<file path="src/core/irq_unit_regs.svh">
// Register offsets, field positions, reset values and vector constants of the interrupt unit.
// Assumes inclusion by bare name from design files that need the map.
`ifndef IRQ_UNIT_REGS_SVH
`define IRQ_UNIT_REGS_SVH

// Register indices; the bus byte address is four times the index
`define PRIO_IDX        8'hf9
`define REQ_IDX         8'hfa
`define MASK_IDX        8'hfb
`define STAT_IDX        8'hfc
`define IMASK_IDX       8'hfd
`define CPU_IDX         8'hfe
`define ADDR_OF(idx)    ({22'h0, (idx), 2'b00})

// Field positions and source count
`define MASK_GLOBAL_BIT 7
`define NUM_SRC         6

// Reset values
`define PRIO_RST        8'h00
`define REQ_RST         8'h00
`define MASK_RST        8'h00
`define IMASK_RST       8'h00

// Vector table: slot n occupies bytes 2n and 2n+1 of program memory
`define VEC_STRIDE      16'h0002

`endif

</file>
<file path="src/core/irq_unit_pkg.sv">
// Types of the interrupt unit.
// Assumes the register header is included where constants are needed.
`default_nettype none
package irq_unit_pkg;

    // Grant sequencer states
    typedef enum logic [2:0] {
        GS_IDLE  = 3'b000,
        GS_PUSH  = 3'b001,
        GS_VLO   = 3'b010,
        GS_VHI   = 3'b011,
        GS_DONE  = 3'b100
    } grant_state_e;

    typedef logic [5:0] src_vec_t;

endpackage : irq_unit_pkg

`default_nettype wire

</file>
<file path="src/core/irq_edge_detect.sv">
// Edge detectors for the three falling-edge pins, the shared rising-edge pin and timers.
// Assumes inputs are synchronous to the clock.
`timescale 1ns/1ps
`default_nettype none

module irq_edge_detect (
    // Clock and reset
    input  wire logic       clk_sys_i,
    input  wire logic       sys_rst_i,
    // Pins and timers
    input  wire logic       port3_pin1_i,
    input  wire logic       port3_pin2_i,
    input  wire logic       port3_pin3_i,
    input  wire logic       counter_timer_zero_i,
    input  wire logic       counter_timer_one_i,
    // One-cycle request pulses in source order
    output logic      [5:0] edge_pulse_o
);
    logic [2:0] pin_q;      // Previous pin levels

    // Remember last pin levels; pins idle high after reset
    always_ff @(posedge clk_sys_i or posedge sys_rst_i) begin
        if (sys_rst_i) begin
            pin_q <= 3'b111;
        end else begin
            pin_q <= {port3_pin3_i, port3_pin2_i, port3_pin1_i};
        end
    end

    assign edge_pulse_o[0] = pin_q[1] & ~port3_pin2_i;   // Falling shared pin
    assign edge_pulse_o[1] = pin_q[2] & ~port3_pin3_i;   // Falling reference pin
    assign edge_pulse_o[2] = pin_q[0] & ~port3_pin1_i;   // Falling first pin
    assign edge_pulse_o[3] = ~pin_q[1] & port3_pin2_i;   // Rising shared pin
    assign edge_pulse_o[4] = counter_timer_zero_i;        // Timer 0 terminal event
    assign edge_pulse_o[5] = counter_timer_one_i;         // Timer 1 terminal event

endmodule : irq_edge_detect

`default_nettype wire

</file>
<file path="src/core/irq_prio_encoder.sv">
// Programmable priority encoder over six pending sources.
// Assumes the priority byte comes from a register; purely combinational.
`timescale 1ns/1ps
`default_nettype none

module irq_prio_encoder (
    // Inputs
    input  wire logic [5:0] pend_i,
    input  wire logic [7:0] prio_i,
    // Result
    output logic            any_o,
    output logic      [2:0] idx_o
);
    // Rank order: prio_i[2:0] rotates the start index, prio_i[3] reverses direction
    function automatic logic [2:0] rank_to_src(input logic [2:0] r, input logic [7:0] p);
        logic [3:0] s;
        s = 4'h0;
        if (p[3]) begin
            s = {1'b0, p[2:0]} + 4'd6 - {1'b0, r};
        end else begin
            s = {1'b0, p[2:0]} + {1'b0, r};
        end
        if (s >= 4'd12) begin
            s = s - 4'd12;
        end else if (s >= 4'd6) begin
            s = s - 4'd6;
        end
        return s[2:0];
    endfunction : rank_to_src

    logic [5:0] hit;    // Pending source at rank n
    logic [5:0] first;  // One-hot first hit

    genvar g;
    generate
        for (g = 0; g < 6; g = g + 1) begin : g_rank
            assign hit[g] = pend_i[rank_to_src(3'(g), prio_i)];
        end
    endgenerate

    assign first = hit & ~(hit - 6'd1);   // Highest-ranked pending
    assign any_o = |hit;
    assign idx_o = rank_to_src(first[0] ? 3'd0 : first[1] ? 3'd1 : first[2] ? 3'd2 :
                               first[3] ? 3'd3 : first[4] ? 3'd4 : 3'd5, prio_i);

endmodule : irq_prio_encoder

`default_nettype wire

</file>
<file path="src/core/irq_unit.sv">
// Six-source vectored interrupt unit with AHB-Lite register slave.
// Assumes one clock, synchronous pins and a single-word AHB-Lite master.
// Behaviour
// - Six sources, each maskable and prioritised
// - Falling edges on three pins request
// - Rising edge on shared pin requests
// - Two timers raise internal requests
// - Two-byte vector slots 0..5, one per source
// - Mask has global and per-source enables
// - Programmable priority encoder picks winner
// - Grant disables, pushes PC/flags, vectors
// - Two vector bytes form 16-bit address
// - Masked requests still recorded for polling
// - Halt wakes on enabled request
//
// The implementer's own choice: the AHB-Lite register port.
`timescale 1ns/1ps
`default_nettype none
`include "irq_unit_regs.svh"

module irq_unit (
    // Clock and reset
    input  wire logic        clk_sys_i,
    input  wire logic        sys_rst_i,
    // AHB-Lite slave
    input  wire logic        hsel_i,
    input  wire logic [31:0] haddr_i,
    input  wire logic [1:0]  htrans_i,
    input  wire logic        hwrite_i,
    input  wire logic [2:0]  hsize_i,
    input  wire logic [31:0] hwdata_i,
    input  wire logic        hready_i,
    output logic      [31:0] hrdata_o,
    output logic             hreadyout_o,
    output logic             hresp_o,
    // Sources
    input  wire logic        port3_pin1_i,
    input  wire logic        port3_pin2_i,
    input  wire logic        port3_pin3_i,
    input  wire logic        counter_timer_zero_i,
    input  wire logic        counter_timer_one_i,
    // Core handshake
    input  wire logic        int_cycle_i,
    input  wire logic [15:0] pc_i,
    input  wire logic [7:0]  flags_i,
    input  wire logic        halted_i,
    input  wire logic [7:0]  pmem_data_i,
    output logic             int_pending_o,
    output logic             wake_o,
    output logic      [15:0] pmem_addr_o,
    output logic             pmem_rd_o,
    output logic             push_o,
    output logic      [23:0] push_data_o,
    output logic             pc_load_o,
    output logic      [15:0] pc_value_o,
    output logic             gie_clr_o,
    // Unit status interrupt
    output logic             irq_o
);
    // Bus address-phase capture
    logic        ap_valid_q;     // Data phase pending
    logic        ap_write_q;     // Pending is a write
    logic [7:0]  ap_idx_q;       // Register index of pending access

    // Software registers
    logic [7:0]  prio_q;         // Priority programming
    logic [7:0]  mask_q;         // Global bit 7 and per-source bits
    logic [5:0]  req_q;          // Pending requests
    logic [5:0]  stat_q;         // Sticky grant events
    logic [5:0]  imask_q;        // Mask for irq_o

    // Grant sequencer
    irq_unit_pkg::grant_state_e gs_q;
    irq_unit_pkg::grant_state_e gs_d;
    logic [2:0]  win_q;          // Latched winning source
    logic [7:0]  vlo_q;          // High vector byte captured first

    // Registered outputs
    logic [31:0] hrdata_q;
    logic        pend_q;
    logic        wake_q;
    logic [15:0] paddr_q;
    logic        prd_q;
    logic        push_q;
    logic [23:0] pdata_q;
    logic        pcl_q;
    logic [15:0] pcv_q;
    logic        gie_q;
    logic        irq_q;

    // Edge pulses and encoder results
    logic [5:0]  edge_pulse;
    logic        any_en;
    logic [2:0]  win_idx;

    irq_edge_detect u_edge (
        .clk_sys_i            (clk_sys_i),
        .sys_rst_i            (sys_rst_i),
        .port3_pin1_i         (port3_pin1_i),
        .port3_pin2_i         (port3_pin2_i),
        .port3_pin3_i         (port3_pin3_i),
        .counter_timer_zero_i (counter_timer_zero_i),
        .counter_timer_one_i  (counter_timer_one_i),
        .edge_pulse_o         (edge_pulse)
    );

    // Enabled pending set: global bit and own bit both needed
    wire [5:0] enabled = req_q & mask_q[5:0] & {6{mask_q[`MASK_GLOBAL_BIT]}};

    irq_prio_encoder u_prio (
        .pend_i (enabled),
        .prio_i (prio_q),
        .any_o  (any_en),
        .idx_o  (win_idx)
    );

    // Bus decode
    wire       ap_take  = hsel_i & hready_i & htrans_i[1];
    wire       wr_now   = ap_valid_q & ap_write_q;
    wire       rd_now   = ap_valid_q & ~ap_write_q;
    wire       wr_prio  = wr_now & (ap_idx_q == `PRIO_IDX);
    wire       wr_req   = wr_now & (ap_idx_q == `REQ_IDX);
    wire       wr_mask  = wr_now & (ap_idx_q == `MASK_IDX);
    wire       wr_imask = wr_now & (ap_idx_q == `IMASK_IDX);
    wire       rd_stat  = ap_take & ~hwrite_i & (haddr_i[9:2] == `STAT_IDX);

    // Read mux, returned in the data phase
    wire [7:0] rd_byte  =
        (haddr_i[9:2] == `PRIO_IDX)  ? prio_q :
        (haddr_i[9:2] == `REQ_IDX)   ? {2'b00, req_q} :
        (haddr_i[9:2] == `MASK_IDX)  ? mask_q :
        (haddr_i[9:2] == `STAT_IDX)  ? {2'b00, stat_q} :
        (haddr_i[9:2] == `IMASK_IDX) ? {2'b00, imask_q} :
        (haddr_i[9:2] == `CPU_IDX)   ? {4'h0, gs_q != irq_unit_pkg::GS_IDLE, win_q} :
        8'h00;
    wire       unmapped = haddr_i[31:10] != 22'h0;

    // Grant start: core opens interrupt cycle with something enabled
    wire       grant_go = (gs_q == irq_unit_pkg::GS_IDLE) & int_cycle_i & any_en;
    wire [5:0] grant_clr = grant_go ? (6'd1 << win_idx) : 6'd0;

    // Next request vector: edges set, grant clears, set wins over clear
    wire [5:0] req_sw   = wr_req ? hwdata_i[5:0] : req_q;
    wire [5:0] req_d    = (req_sw & ~grant_clr) | edge_pulse;

    // Sticky event status: grant events; read clears, new event wins
    wire [5:0] stat_d   = (rd_stat ? 6'd0 : stat_q) | grant_clr;

    // Vector address of the winner, first byte then second
    wire [15:0] vec_base = 16'(win_q) * `VEC_STRIDE;

    // Sequencer next state
    always_comb begin
        gs_d = gs_q;
        case (gs_q)
            irq_unit_pkg::GS_IDLE: begin
                if (grant_go) begin
                    gs_d = irq_unit_pkg::GS_PUSH;
                end
            end
            irq_unit_pkg::GS_PUSH: begin
                gs_d = irq_unit_pkg::GS_VLO;
            end
            irq_unit_pkg::GS_VLO: begin
                gs_d = irq_unit_pkg::GS_VHI;
            end
            irq_unit_pkg::GS_VHI: begin
                gs_d = irq_unit_pkg::GS_DONE;
            end
            irq_unit_pkg::GS_DONE: begin
                gs_d = irq_unit_pkg::GS_IDLE;
            end
            default: begin
                gs_d = irq_unit_pkg::GS_IDLE;
            end
        endcase
    end

    // Bus address phase capture
    always_ff @(posedge clk_sys_i or posedge sys_rst_i) begin
        if (sys_rst_i) begin
            ap_valid_q <= 1'b0;
            ap_write_q <= 1'b0;
            ap_idx_q   <= 8'h00;
            hrdata_q   <= 32'h0000_0000;
        end else begin
            ap_valid_q <= ap_take;
            ap_write_q <= hwrite_i;
            ap_idx_q   <= haddr_i[9:2];
            hrdata_q   <= (ap_take & ~hwrite_i & ~unmapped) ? {24'h00_0000, rd_byte}
                                                            : 32'h0000_0000;
        end
    end

    // Software registers and request capture
    always_ff @(posedge clk_sys_i or posedge sys_rst_i) begin
        if (sys_rst_i) begin
            prio_q  <= `PRIO_RST;
            mask_q  <= `MASK_RST;
            req_q   <= 6'h00;
            stat_q  <= 6'h00;
            imask_q <= 6'h00;
        end else begin
            if (wr_prio) begin
                prio_q <= hwdata_i[7:0];
            end
            // Grant clears the global enable; a same-cycle write loses
            if (grant_go) begin
                mask_q <= {1'b0, mask_q[6:0]};
            end else if (wr_mask) begin
                mask_q <= hwdata_i[7:0];
            end
            if (wr_imask) begin
                imask_q <= hwdata_i[5:0];
            end
            req_q  <= req_d;
            stat_q <= stat_d;
        end
    end

    // Grant sequencer: push, fetch two vector bytes, load PC
    always_ff @(posedge clk_sys_i or posedge sys_rst_i) begin
        if (sys_rst_i) begin
            gs_q    <= irq_unit_pkg::GS_IDLE;
            win_q   <= 3'd0;
            vlo_q   <= 8'h00;
            push_q  <= 1'b0;
            pdata_q <= 24'h00_0000;
            paddr_q <= 16'h0000;
            prd_q   <= 1'b0;
            pcl_q   <= 1'b0;
            pcv_q   <= 16'h0000;
            gie_q   <= 1'b0;
        end else begin
            gs_q   <= gs_d;
            push_q <= grant_go;
            gie_q  <= grant_go;
            pcl_q  <= 1'b0;
            prd_q  <= 1'b0;
            if (grant_go) begin
                win_q   <= win_idx;
                pdata_q <= {pc_i, flags_i};
            end
            case (gs_q)
                irq_unit_pkg::GS_PUSH: begin
                    paddr_q <= vec_base;
                    prd_q   <= 1'b1;
                end
                irq_unit_pkg::GS_VLO: begin
                    paddr_q <= vec_base + 16'h0001;
                    prd_q   <= 1'b1;
                end
                irq_unit_pkg::GS_VHI: begin
                    vlo_q   <= pmem_data_i;                        // First byte is upper half
                end
                irq_unit_pkg::GS_DONE: begin
                    pcv_q   <= {vlo_q, pmem_data_i};
                    pcl_q   <= 1'b1;
                end
                default: begin
                    prd_q   <= 1'b0;
                end
            endcase
        end
    end

    // Core-facing level outputs
    always_ff @(posedge clk_sys_i or posedge sys_rst_i) begin
        if (sys_rst_i) begin
            pend_q <= 1'b0;
            wake_q <= 1'b0;
            irq_q  <= 1'b0;
        end else begin
            pend_q <= any_en;
            wake_q <= halted_i & any_en;
            irq_q  <= |(stat_d & imask_q);
        end
    end

    // Output drive, all from flip-flops except the constant hready and response
    assign hrdata_o      = hrdata_q;
    assign hreadyout_o   = 1'b1;   // Zero wait states
    assign hresp_o       = 1'b0;   // Always OKAY
    assign int_pending_o = pend_q;
    assign wake_o        = wake_q;
    assign pmem_addr_o   = paddr_q;
    assign pmem_rd_o     = prd_q;
    assign push_o        = push_q;
    assign push_data_o   = pdata_q;
    assign pc_load_o     = pcl_q;
    assign pc_value_o    = pcv_q;
    assign gie_clr_o     = gie_q;
    assign irq_o         = irq_q;

    // Unused bus inputs
    wire unused_ok = &{1'b0, hsize_i, htrans_i[0]};

endmodule : irq_unit

`default_nettype wire

</file>
<file path="config.mk">
export PLATFORM = sky130hd
export DESIGN_NAME = irq_unit
export DESIGN_NICKNAME = d
export VERILOG_FILES = /design/src/core/irq_unit_pkg.sv /design/src/core/irq_edge_detect.sv /design/src/core/irq_prio_encoder.sv /design/src/core/irq_unit.sv
export VERILOG_INCLUDE_DIRS = /design/src /design/src/core
export SDC_FILE = /design/constraint.sdc
export NUM_CORES = 1
export LEC_CHECK = 0
export BUFFER_PORTS_ARGS = -buffer_cell sky130_fd_sc_hd__buf_2
export CAP_MARGIN = 20
export CORE_AREA = 2 2 171 173
export DETAILED_ROUTE_END_ITERATION = 8
export DIE_AREA = 0 0 173 175
export GPL_ROUTABILITY_DRIVEN = 0
export PLACE_DENSITY = 0.52
export SLEW_MARGIN = 20
export SYNTH_ARGS = -nofsm -noshare
export SYNTH_HDL_FRONTEND = slang
export SYNTH_SLANG_ARGS = --single-unit
</file>
<file path="constraint.sdc">
create_clock -name clk_sys_i -period 7.1 [get_ports clk_sys_i]
set_input_delay 0.355 -clock clk_sys_i [delete_from_list [all_inputs] [get_ports clk_sys_i]]
set_output_delay 0.355 -clock clk_sys_i [all_outputs]
set_load 0.05 [all_outputs]
</file>
### Word-level counts from Yosys, hierarchy flattened

Cells that the tools add are included.
Widths: inputs -> output; s select.

* $mul: 0
* $lt $le $gt $ge: 20
* shift-type cells: 1
* add/sub/neg operators: 29
* reduce and logical (&&, ||, !) cells: 9
* divide/modulo/power cells: 0
* muxes and demuxes: 55
* eq/ne operators: 15
* bitwise logic cells: 33

Operators by type and width (number)
* $eq 8x8->1 const B: 10
* $mux 3: 19
* $mux 8: 6
* $sub 3x3->3 const B: 14
* $mux 4: 8
* $pmux 16 s2: 1
* $mux 6: 5
* $ge 4x3->1 const B: 7
* $ge 4x4->1 const B: 7
* $and 6x6->6: 4
* $lt 3x4->1 const B: 6
* $reduce_bool 22->1: 1
* $bmux 1 s3: 6
* $and 1x1->1: 17
* $add 3x3->4 const B: 3
* $or 6x6->6: 2
* $pmux 3 s4: 1
* $reduce_or 6->1: 2
* $mux 1: 9
* $add 3x2->4 const B: 2
* $sub 4x2->4 const B: 2
* $sub 4x3->4 const B: 2
* $not 1->1: 7
* $eq 3x2->1 const B: 2
* other kinds (18): 19

* input port bits: 113
* memories: 0
* bits in registers: 131
* bits in read-only memories: 0
* bits in latches: 0
* logic and storage cells: 185
* bits in writable memories: 0

### Longest topological paths before layout

Gate-level depths: netlist of the first run.

* word-level depth: 26
* mapped depth: 29
* depth with buffers taken out: 27

### By module

A second synthesis of the first run with hierarchy kept.

* cells, all modules: 695
* area, all modules: 6936.7 µm²

By module, submodules not included
* irq_unit: instances 1, seq. area each 2902.8 µm², cells each 463, area each 5108.6 µm²
* irq_prio_encoder: instances 1, seq. area each 0.0 µm², cells each 222, area each 1702.9 µm²
* irq_edge_detect: instances 1, seq. area each 78.8 µm², cells each 10, area each 125.1 µm²

### Least setup slack after synthesis of the first run

Ideal clock, no wire load.

* path kind: reg-to-reg
* from: reg prio_q[1]
* to: reg req_q[5]
* required time: 6.974 ns
* arrival time: 5.687 ns
* setup slack: 1.287 ns
* cell stages (with the launch flop): 27
* cell sequence: dfrtp_1 -> buf_2 -> inv_1 -> ha_1 -> clkbuf_1 -> inv_1 -> a21oi_1 -> inv_1 -> ha_1 -> nor2b_1 -> a21oi_1 -> a21oi_1 -> nor3_1 -> mux2_2 -> mux2i_1 -> a31oi_1 -> ha_1 -> fa_1 -> nor2_1 -> a21oi_1 -> inv_1 -> ha_1 -> inv_1 -> o31ai_1 -> a22oi_1 -> nor3b_1 -> o21bai_1

* word-level cells in the longest chain between the ends: 26
* elaborated cells between the ends (all ways): 89

RTL lines
* start: declaration: RTL line irq_unit.sv:66 `logic [7:0] prio_q;`
* start signal: assignment: RTL line irq_unit.sv:198 `` prio_q <= `PRIO_RST; ``
* start signal: assignment: RTL line irq_unit.sv:205 `prio_q <= hwdata_i[7:0];`
* $add 3x3->4: RTL line irq_prio_encoder.sv:19 `s = {1'b0, p[2:0]} + 4'd6 - {1'b0, r};`
* $sub 4x1->4 (tied with other cells): RTL line irq_prio_encoder.sv:19
* $mux 4: RTL line irq_prio_encoder.sv:18 `if (p[3]) begin`
* $ge 4x3->1 / $sub 3x3->3 (equally long branches): RTL line irq_prio_encoder.sv:25, irq_prio_encoder.sv:26
* $mux 3: RTL line irq_prio_encoder.sv:25 `end else if (s >= 4'd6) begin`
* $mux 3: RTL line irq_prio_encoder.sv:23 `if (s >= 4'd12) begin`
* $bmux 1 s3: RTL line irq_prio_encoder.sv:37 `assign hit[g] = pend_i[rank_to_src(3'(g), prio_i)];`
* $mux 1 (not written as such): RTL line irq_prio_encoder.sv:37
* [11 not listed]
* $mux 3: RTL line irq_prio_encoder.sv:25
* $mux 3: RTL line irq_prio_encoder.sv:23
* $shl 1x3->6: RTL line irq_unit.sv:140 `wire [5:0] grant_clr = grant_go ? (6'd1 << win_idx) : 6'd0;`
* $mux 6 (*): RTL line irq_unit.sv:140
* $not 6->6 (*): RTL line irq_unit.sv:144 `wire [5:0] req_d = (req_sw & ~grant_clr) | edge_pulse;`
* $and 6x6->6 (*): RTL line irq_unit.sv:144
* $or 6x6->6 (*): RTL line irq_unit.sv:144
* via req_d[5]: RTL line irq_unit.sv:144
* end signal: assignment: RTL line irq_unit.sv:216 `req_q <= req_d;`
* end: declaration: RTL line irq_unit.sv:68 `logic [5:0] req_q;`

Mark *: on every way through the listed nets, which the timed path passes. The rest lies on a longest branch. The select of a mux whose other input is x is not followed.
A chain may end at the register's enable or synchronous reset.

### Worst setup path in the final report of the first run

* from: reg prio_q[3]
* to: reg irq_q (netlist: irq_o)

* word-level cells in the longest chain between the ends: 24
* elaborated cells between the ends (all ways): 78

RTL lines
* $mux 4: RTL line irq_prio_encoder.sv:18
* $ge 4x3->1 / $sub 3x3->3 (equally long branches): RTL line irq_prio_encoder.sv:25, irq_prio_encoder.sv:26
* $mux 3: RTL line irq_prio_encoder.sv:25
* $mux 3: RTL line irq_prio_encoder.sv:23
* $bmux 1 s3: RTL line irq_prio_encoder.sv:37
* $mux 1 (not written as such): RTL line irq_prio_encoder.sv:37
* $sub 5x1->5: RTL line irq_prio_encoder.sv:41 `assign first = hit & ~(hit - 6'd1);`
* $not 5->5: RTL line irq_prio_encoder.sv:41
* [8 not listed]
* $ge 4x3->1 / $sub 3x3->3 (equally long branches): RTL line irq_prio_encoder.sv:25, irq_prio_encoder.sv:26
* $mux 3: RTL line irq_prio_encoder.sv:25
* $mux 3: RTL line irq_prio_encoder.sv:23
* $shl 1x3->6: RTL line irq_unit.sv:140
* $mux 6 (*): RTL line irq_unit.sv:140
* $or 6x6->6 (*): RTL line irq_unit.sv:147 `wire [5:0] stat_d = (rd_stat ? 6'd0 : stat_q) | grant_clr;`
* $and 6x6->6 (*): RTL line irq_unit.sv:276 `irq_q <= |(stat_d & imask_q);`
* $reduce_or 6->1 (*): RTL line irq_unit.sv:276
* end signal: assignment: RTL line irq_unit.sv:276
* end: declaration: RTL line irq_unit.sv:89 `logic irq_q;`

Mark *: on every way between the ends. The rest lies on a longest branch, timed or not. The select of a mux whose other input is x is not followed.

==> results.sh, run 1 <==
export IMPL_cts_hold_buf=0
export IMPL_rsz0062_at_grt="no"
export IMPL_seq_area_frac_synth_pct=42.7
export IMPL_async_flop_share_pct=100
export IMPL_final_cell_mix="buf_2 (141), dfrtp_1 (116), nand2_1 (54), mux2_2 (42), conb_1 (38)"
export IMPL_cts_resized=0
export IMPL_die_x_um=173
export IMPL_grt_pass1_vias=5306
export IMPL_finalNetCount=975
export IMPL_synthXorXnorAreaFrac_pct=1.74
export IMPL_drive_above_1_share_pct=29.5
export IMPL_start_util_pct=24.6
export IMPL_syn_area_per_cell_sq_um=10.2
export IMPL_synth_top_family_by_area="multiplexers"
export IMPL_dr_first_iter_drc_count=295
export IMPL_cap_viol_max_count=0
export IMPL_synth_seq_cells=119
export IMPL_end_kind="flop"
export IMPL_die_h_um=175
export IMPL_clk_latency_ns=0.42
export IMPL_viasPerCell=4.47
export IMPL_min_period_over_period_pct=81.9
export IMPL_first_pass_iters=5
export IMPL_rr_worst_depth=24
export IMPL_layout_commonest_cell="buf_2"
export IMPL_ys_flop_type="dfrtp_1"
export IMPL_synth_top_area_cell="dfrtp_1"
export IMPL_clk_pin_slew_ns=0.06
export IMPL_grt_use_total_pct=11.5
export IMPL_dp_hpwl_mm=13.1
export IMPL_grt_start_max_net_pins=64
export IMPL_cts_buffer_depth=2
export IMPL_die_area_sq_um=30300
export IMPL_min_period_ns=5.82
export IMPL_syn2layout_area_growth_pct=25.1
export IMPL_arrival_ns=6.09
export IMPL_timing_hold_violations_final=0
export IMPL_ios=210
export IMPL_fin_ws_ns=1.28
export IMPL_vias=5505
export IMPL_cts_inserted_buffers=17
export IMPL_wl_per_cell_um=14.2
export IMPL_status="completed"
export IMPL_netlist_area_leader_share_pct=41.6
export IMPL_yosys_area_share_simple_pct=13.7
export IMPL_cts_htree_levels=4
export IMPL_yosysWarnings=0
export IMPL_cp_max_fo=30
export IMPL_setup_viol=0
export IMPL_coreArea_sq_um=28400
export IMPL_synth_compound_area_share_pct=14.0
export IMPL_cp_start_kind="flop"
export IMPL_hold_class="primary input to flop"
export IMPL_wirelength_mm=17.5
export IMPL_netlist_top_cells_area="dfrtp_1 (42%), mux2_2 (6.8%), mux2_1 (5.0%)"
export IMPL_port_buffers=141
export IMPL_syn_inst=684
export IMPL_grt_pass1_wl_mm=28.2
export IMPL_overflow=0
export IMPL_power_density_nw_per_um2=330
export IMPL_max_vdd_ir_drop_v=0.000302
export IMPL_ant_nets=0
export IMPL_path_class="flop to flop"
export IMPL_maxSlewViolCount=0
export IMPL_clock_sinks=119
export IMPL_tritoncts="done"
export IMPL_skew_ns=0.0105
export IMPL_drc=0
export IMPL_synth_cell_types=67
export IMPL_synth_area_sq_um=6980
export IMPL_synthAdderAreaFrac_pct=5.05
export IMPL_cp_required_ns=7.37
export IMPL_root_buffer="clkbuf_16"
export IMPL_power_uw=2880
export IMPL_hold_depth=1
export IMPL_synth_edf_count=0
export IMPL_pre_cts_slack_ns=1.32
export IMPL_finalSetupTns_ns=0
export IMPL_worstMarginPinSlew_ns=0.793
export IMPL_timing_fmax_mhz=172
export IMPL_relSlewSlack_pct=47.2
export IMPL_antenna_found_initial=0
export IMPL_p_leak_uw=0.00418
export IMPL_fill_cells=3011
export IMPL_synthMuxAreaShare_pct=15.2
export IMPL_diodes=0
export IMPL_cts_setup_buffers=0
export IMPL_rows=62
-- where the power goes --
group          internal, uW  leakage, uW  total [uW]  switching (uW)
clock                   632     0.000321         967             335
sequential              849      0.00149         940            91.6
combinational           277      0.00237         972             696
-- critical path, stage by stage (launching register included) --
cell and delay (ns):
dfrtp_1 0.55, buf_4 0.33, nor2_1 0.33, nor2_1 0.17, ha_1 0.22, nor2b_1 0.17
or3_1 0.32, a221o_1 0.38, and3b_1 0.19, o21ai_1 0.22, nand4_1 0.28, nand2_1 0.18
inv_1 0.11, fa_1 0.42, xnor2_1 0.15, and2_1 0.17, a21oi_1 0.20, ha_1 0.21
nand2_1 0.09, o31ai_1 0.22, a22oi_1 0.12, buf_4 0.16, a32o_1 0.25, nor3_1 0.13
o21ai_1 0.09
-- area by class of cell --
cell class              count  area [sq um]  area share, %
multi-input cells         506          3630           41.5
flip-flops and latches    119          2980           34.2
repair buffers            163           871           9.97
well taps                 384           480           5.50
clock buffers              17           425           4.87
clock inverters            15           239           2.74
inverters                  28           108           1.23
-- path summary, 6_finish.rpt --
check | start | to | slack [ns]
setup reg to reg | prio_q[3]$_DFFE_PP0P_ | irq_o$_DFF_PP0_ | 1.28
min in group asynchronous | sys_rst_i | push_data_o[15]$_DFFE_PP0P_ | 0.10
hold reg to reg | push_data_o[11]$_DFFE_PP0P_ | push_data_o[11]$_DFFE_PP0P_ | 0.49
max in group asynchronous | sys_rst_i | pmem_addr_o[1]$_DFFE_PP0N_ | 5.75
hold / removal | port3_pin3_i | u_edge.pin_q[2]$_DFF_PP1_ | 0.05
setup / recovery | prio_q[3]$_DFFE_PP0P_ | irq_o$_DFF_PP0_ | 1.28
-- registers in the layout, indices dropped and copies added, names as in the netlist --
register / cells
u_edge.pin_q: 3
imask_q: 6
wake_o: 1
stat_q: 6
pc_load_o: 1
mask_q: 8
push_data_o: 24
pmem_rd_o: 1
pc_value_o: 16
irq_o: 1
prio_q: 8
ap_idx_q: 8
hrdata_o: 8
win_q: 3
ap_write_q: 1
ap_valid_q: 1
gie_clr_o: 1
int_pending_o: 1
gs_q: 3
vlo_q: 8
pmem_addr_o: 4
req_q: 6
-- logic make-up (layout without fill, tap and decap cells) --
group / after synthesis / after routing
simple gates: 187 / 187
compound gates: 144 / 144
flops: 119 / 119
mux: 97 / 97
buf+inv: 95 / 223
fa+ha+maj: 27 / 27
xor+xnor: 13 / 13
other cells: 2 / 38
-- metal layers --
metal,GRT usage [%],vias up,wire [um]
li1,-,2699,-
met1,14.5,2637,7870
met2,19.6,149,8590
met3,2.31,20,735
met4,4.38,0,302
met5,0,-,0
-- metrics by stage --
step | std cells | cell area, sq um | utilization, % | hold slack [ns]
finish | 1232 | 8730 | 30.8 | 0.0533
global route | 1232 | 8730 | 30.8 | 0.0332
CTS | 1232 | 8730 | 30.8 | 0.0328
detailed placement | 1200 | 8070 | 28.4 | 0.476
global placement | 1200 | 8070 | 28.4 | 0.469
floorplan | 720 | 7120 | - | 0.359
-- cells in the mapped netlist, drive strengths merged, types with 10 or more instances --
| library cell | count |
|---|---|
| mux2i | 24 |
| dfrtp | 116 |
| and2 | 11 |
| nor2 | 31 |
| nor2b | 13 |
| o21ai | 30 |
| nor3 | 15 |
| nand2 | 55 |
| a22oi | 10 |
| ha | 25 |
| nand3 | 14 |
| a21o | 11 |
| clkbuf | 16 |
| a21oi | 22 |
| mux2 | 73 |
| o211ai | 12 |
| inv | 28 |
| o22ai | 12 |
| buf | 51 |
Note: power is estimated with default switching activity, not from simulation.
==> inputs of run 2 (changes only) <==
==> constraint.sdc (replaced) <==
create_clock -name clk_sys_i -period 5.4 [get_ports clk_sys_i]
set_input_delay 0.27 -clock clk_sys_i [delete_from_list [all_inputs] [get_ports clk_sys_i]]
set_output_delay 0.27 -clock clk_sys_i [all_outputs]
set_load 0.05 [all_outputs]
==> results.sh, run 2 (synthesis gave the netlist of run 1 again) <==
export IMPL_cpPeakStageDelay_ns=0.37
export IMPL_antenna_found_initial=0
export IMPL_cp_start_kind="flop"
export IMPL_cp_required_ns=5.68
export IMPL_finalSetupTns_ns=0
export IMPL_syn2layout_area_growth_pct=34.0
export IMPL_status="completed"
export IMPL_cts_buffer_depth=2
export IMPL_wl_met1_mm=8.00
export IMPL_r2r_slack_ns=0.25
export IMPL_rr_worst_depth=25
export IMPL_root_buffer="clkbuf_16"
export IMPL_finalNetCount=1020
export IMPL_clk_latency_ns=0.41
export IMPL_ios=210
export IMPL_p_leak_uw=0.00442
export IMPL_clk_pin_slew_ns=0.06
export IMPL_maxSlewViolCount=0
export IMPL_slowest_stage="a221o_1"
export IMPL_cp_num_buf_inv=4
export IMPL_clock_sinks=119
export IMPL_power_density_nw_per_um2=403
export IMPL_relSlewSlack_pct=49.7
export IMPL_swShare_pct=39.5
export IMPL_start_util_pct=24.6
export IMPL_p_seq_share_pct=32.8
export IMPL_timing_fmax_mhz=194
export IMPL_cts_htree_levels=4
export IMPL_grt_pass1_wl_mm=29.7
export IMPL_grt_use_total_pct=12.0
export IMPL_stdcell_area_sq_um=9350
export IMPL_p_clk_share_pct=32.2
export IMPL_p_switching_uw=1490
export IMPL_pwr_share_comb_pct=35.0
export IMPL_cpLargestDelayFamily="compound AO/OA/AOI/OAI gates"
export IMPL_die_area_sq_um=30300
export IMPL_cap_viol_max_count=0
export IMPL_r2r_end="irq_o$_DFF_PP0_"
export IMPL_hold_class="primary input to asynchronous set/reset pin"
export IMPL_fin_util_pct=32.9
export IMPL_ant_nets=0
export IMPL_tritoncts="done"
export IMPL_path_class="flop to flop"
export IMPL_dp_hpwl_mm=13.6
export IMPL_viasPerCell=4.53
export IMPL_final_cell_mix="buf_2 (141), dfrtp_1 (115), buf_4 (54), nand2_1 (52), mux2_2 (42)"
export IMPL_port_buffers=141
export IMPL_drc=0
export IMPL_max_vdd_ir_drop_v=0.000295
export IMPL_dr_first_iter_drc_count=326
export IMPL_reg2reg_from="prio_q[2]$_DFFE_PP0P_"
export IMPL_drive_above_1_share_pct=37.2
export IMPL_cp_startpoint="prio_q[2]$_DFFE_PP0P_"
export IMPL_grt_pass1_vias=5799
export IMPL_dr_wl_met3_um=809
export IMPL_placed_cell_area_sq_um=8320
export IMPL_wl_per_cell_um=14.5
export IMPL_wirelength_mm=18.5
export IMPL_wl_met2_mm=9.35
export IMPL_overflow=0
export IMPL_skew_ns=0.0132
export IMPL_internal_power_uw=2280
export IMPL_cp_max_fo=4
export IMPL_grt_start_max_net_pins=83
export IMPL_coreArea_sq_um=28400
export IMPL_arrival_ns=5.43
export IMPL_first_pass_iters=4
export IMPL_largest_reg_flops=24
export IMPL_rows=62
export IMPL_layout_commonest_cell="buf_2"
export IMPL_end_kind="flop"
export IMPL_setup_viol=0
export IMPL_vias=5791
export IMPL_timing_hold_violations_final=0
export IMPL_hold_slack_ns=0.000188
export IMPL_cts_inserted_buffers=17
export IMPL_routed_top_layer="met4"
export IMPL_min_period_over_period_pct=95.4
export IMPL_die_h_um=175
export IMPL_die_x_um=173
export IMPL_min_period_ns=5.15
export IMPL_worstMarginPinSlew_ns=0.749
export IMPL_diodes=0
==> run 2: cell types whose count changed in the layout (fill, tap and decap cells not counted), sizes merged <==
cell,before,now
clkinvlp,1,3
clkbuf,17,18
inv,34,30
bufinv,5,4
buf,163,199
dlygate4sd3,0,9
clkinv,3,5
==> run 2: per-stage QoR <==
step / instances / power [uW] / setup slack (ns)
floorplan: 720 / 2250 / 0.0118
global placement: 1228 / 2540 / 0.113
detailed placement: 1228 / 2560 / 0.0157
CTS: 1269 / 3800 / 0.00733
global route: 1277 / 3940 / -0.0155
finish: 1277 / 3770 / 0.247
==> run 2: routing by layer <==
metal  vias to the layer above  GRT usage, %
li1                       2773             -
met1                      2845          15.0
met2                       154          21.0
met3                        19          1.96
met4                         0          4.17
met5                         -             0
==> run 2: worst max-delay path by stage <==
stage	to	slack (ns)	cells past startpoint
floorplan	req_q[5]$_DFF_PP0_	0.01	24
global placement	irq_o$_DFF_PP0_	0.11	26
detailed placement	req_q[5]$_DFF_PP0_	0.02	27
CTS	irq_o$_DFF_PP0_	0.007	26
global route	irq_o$_DFF_PP0_	-0.02	26
finish	irq_o$_DFF_PP0_	0.25	25
==> run 2: repair_timing <==
item                       4_1_cts  5_1_grt
setup endpoints to repair        1       15
resized for setup                2       56
hold endpoints to repair         9        0
buffers inserted                 0        8
hold buffers                     9        0
pin swaps                        0       29
gates cloned                     0        0
==> run 2: area by class of cell <==
type | count | area [sq um]
flip-flops and latches | 119 | 2980
clock buffers | 18 | 429
inverters | 28 | 110
multi-input cells | 506 | 3890
fillers | 2972 | 19000
clock inverters | 14 | 200
well taps | 384 | 480
repair buffers | 208 | 1260
==> run 2: worst reg2reg max path, delay by kind of cell (launching register included) <==
family | cells | cell delay [ns]
AND/OR/NAND/NOR | 9 | 1.71
AO/OA/AOI/OAI | 9 | 1.92
buffers and inverters | 4 | 0.48
adder cells (fa/ha/maj) | 3 | 0.56
flip-flops | 1 | 0.36
==> run 2: power by group through the flow <==
stage	clock, uW	sequential, uW	combinational (uW)
after floorplan	0	1810	440
after CTS	1240	1240	1320
after detailed placement	0	1260	1310
after global routing	1270	1270	1400
after global placement	0	1250	1300
final	1210	1240	1320
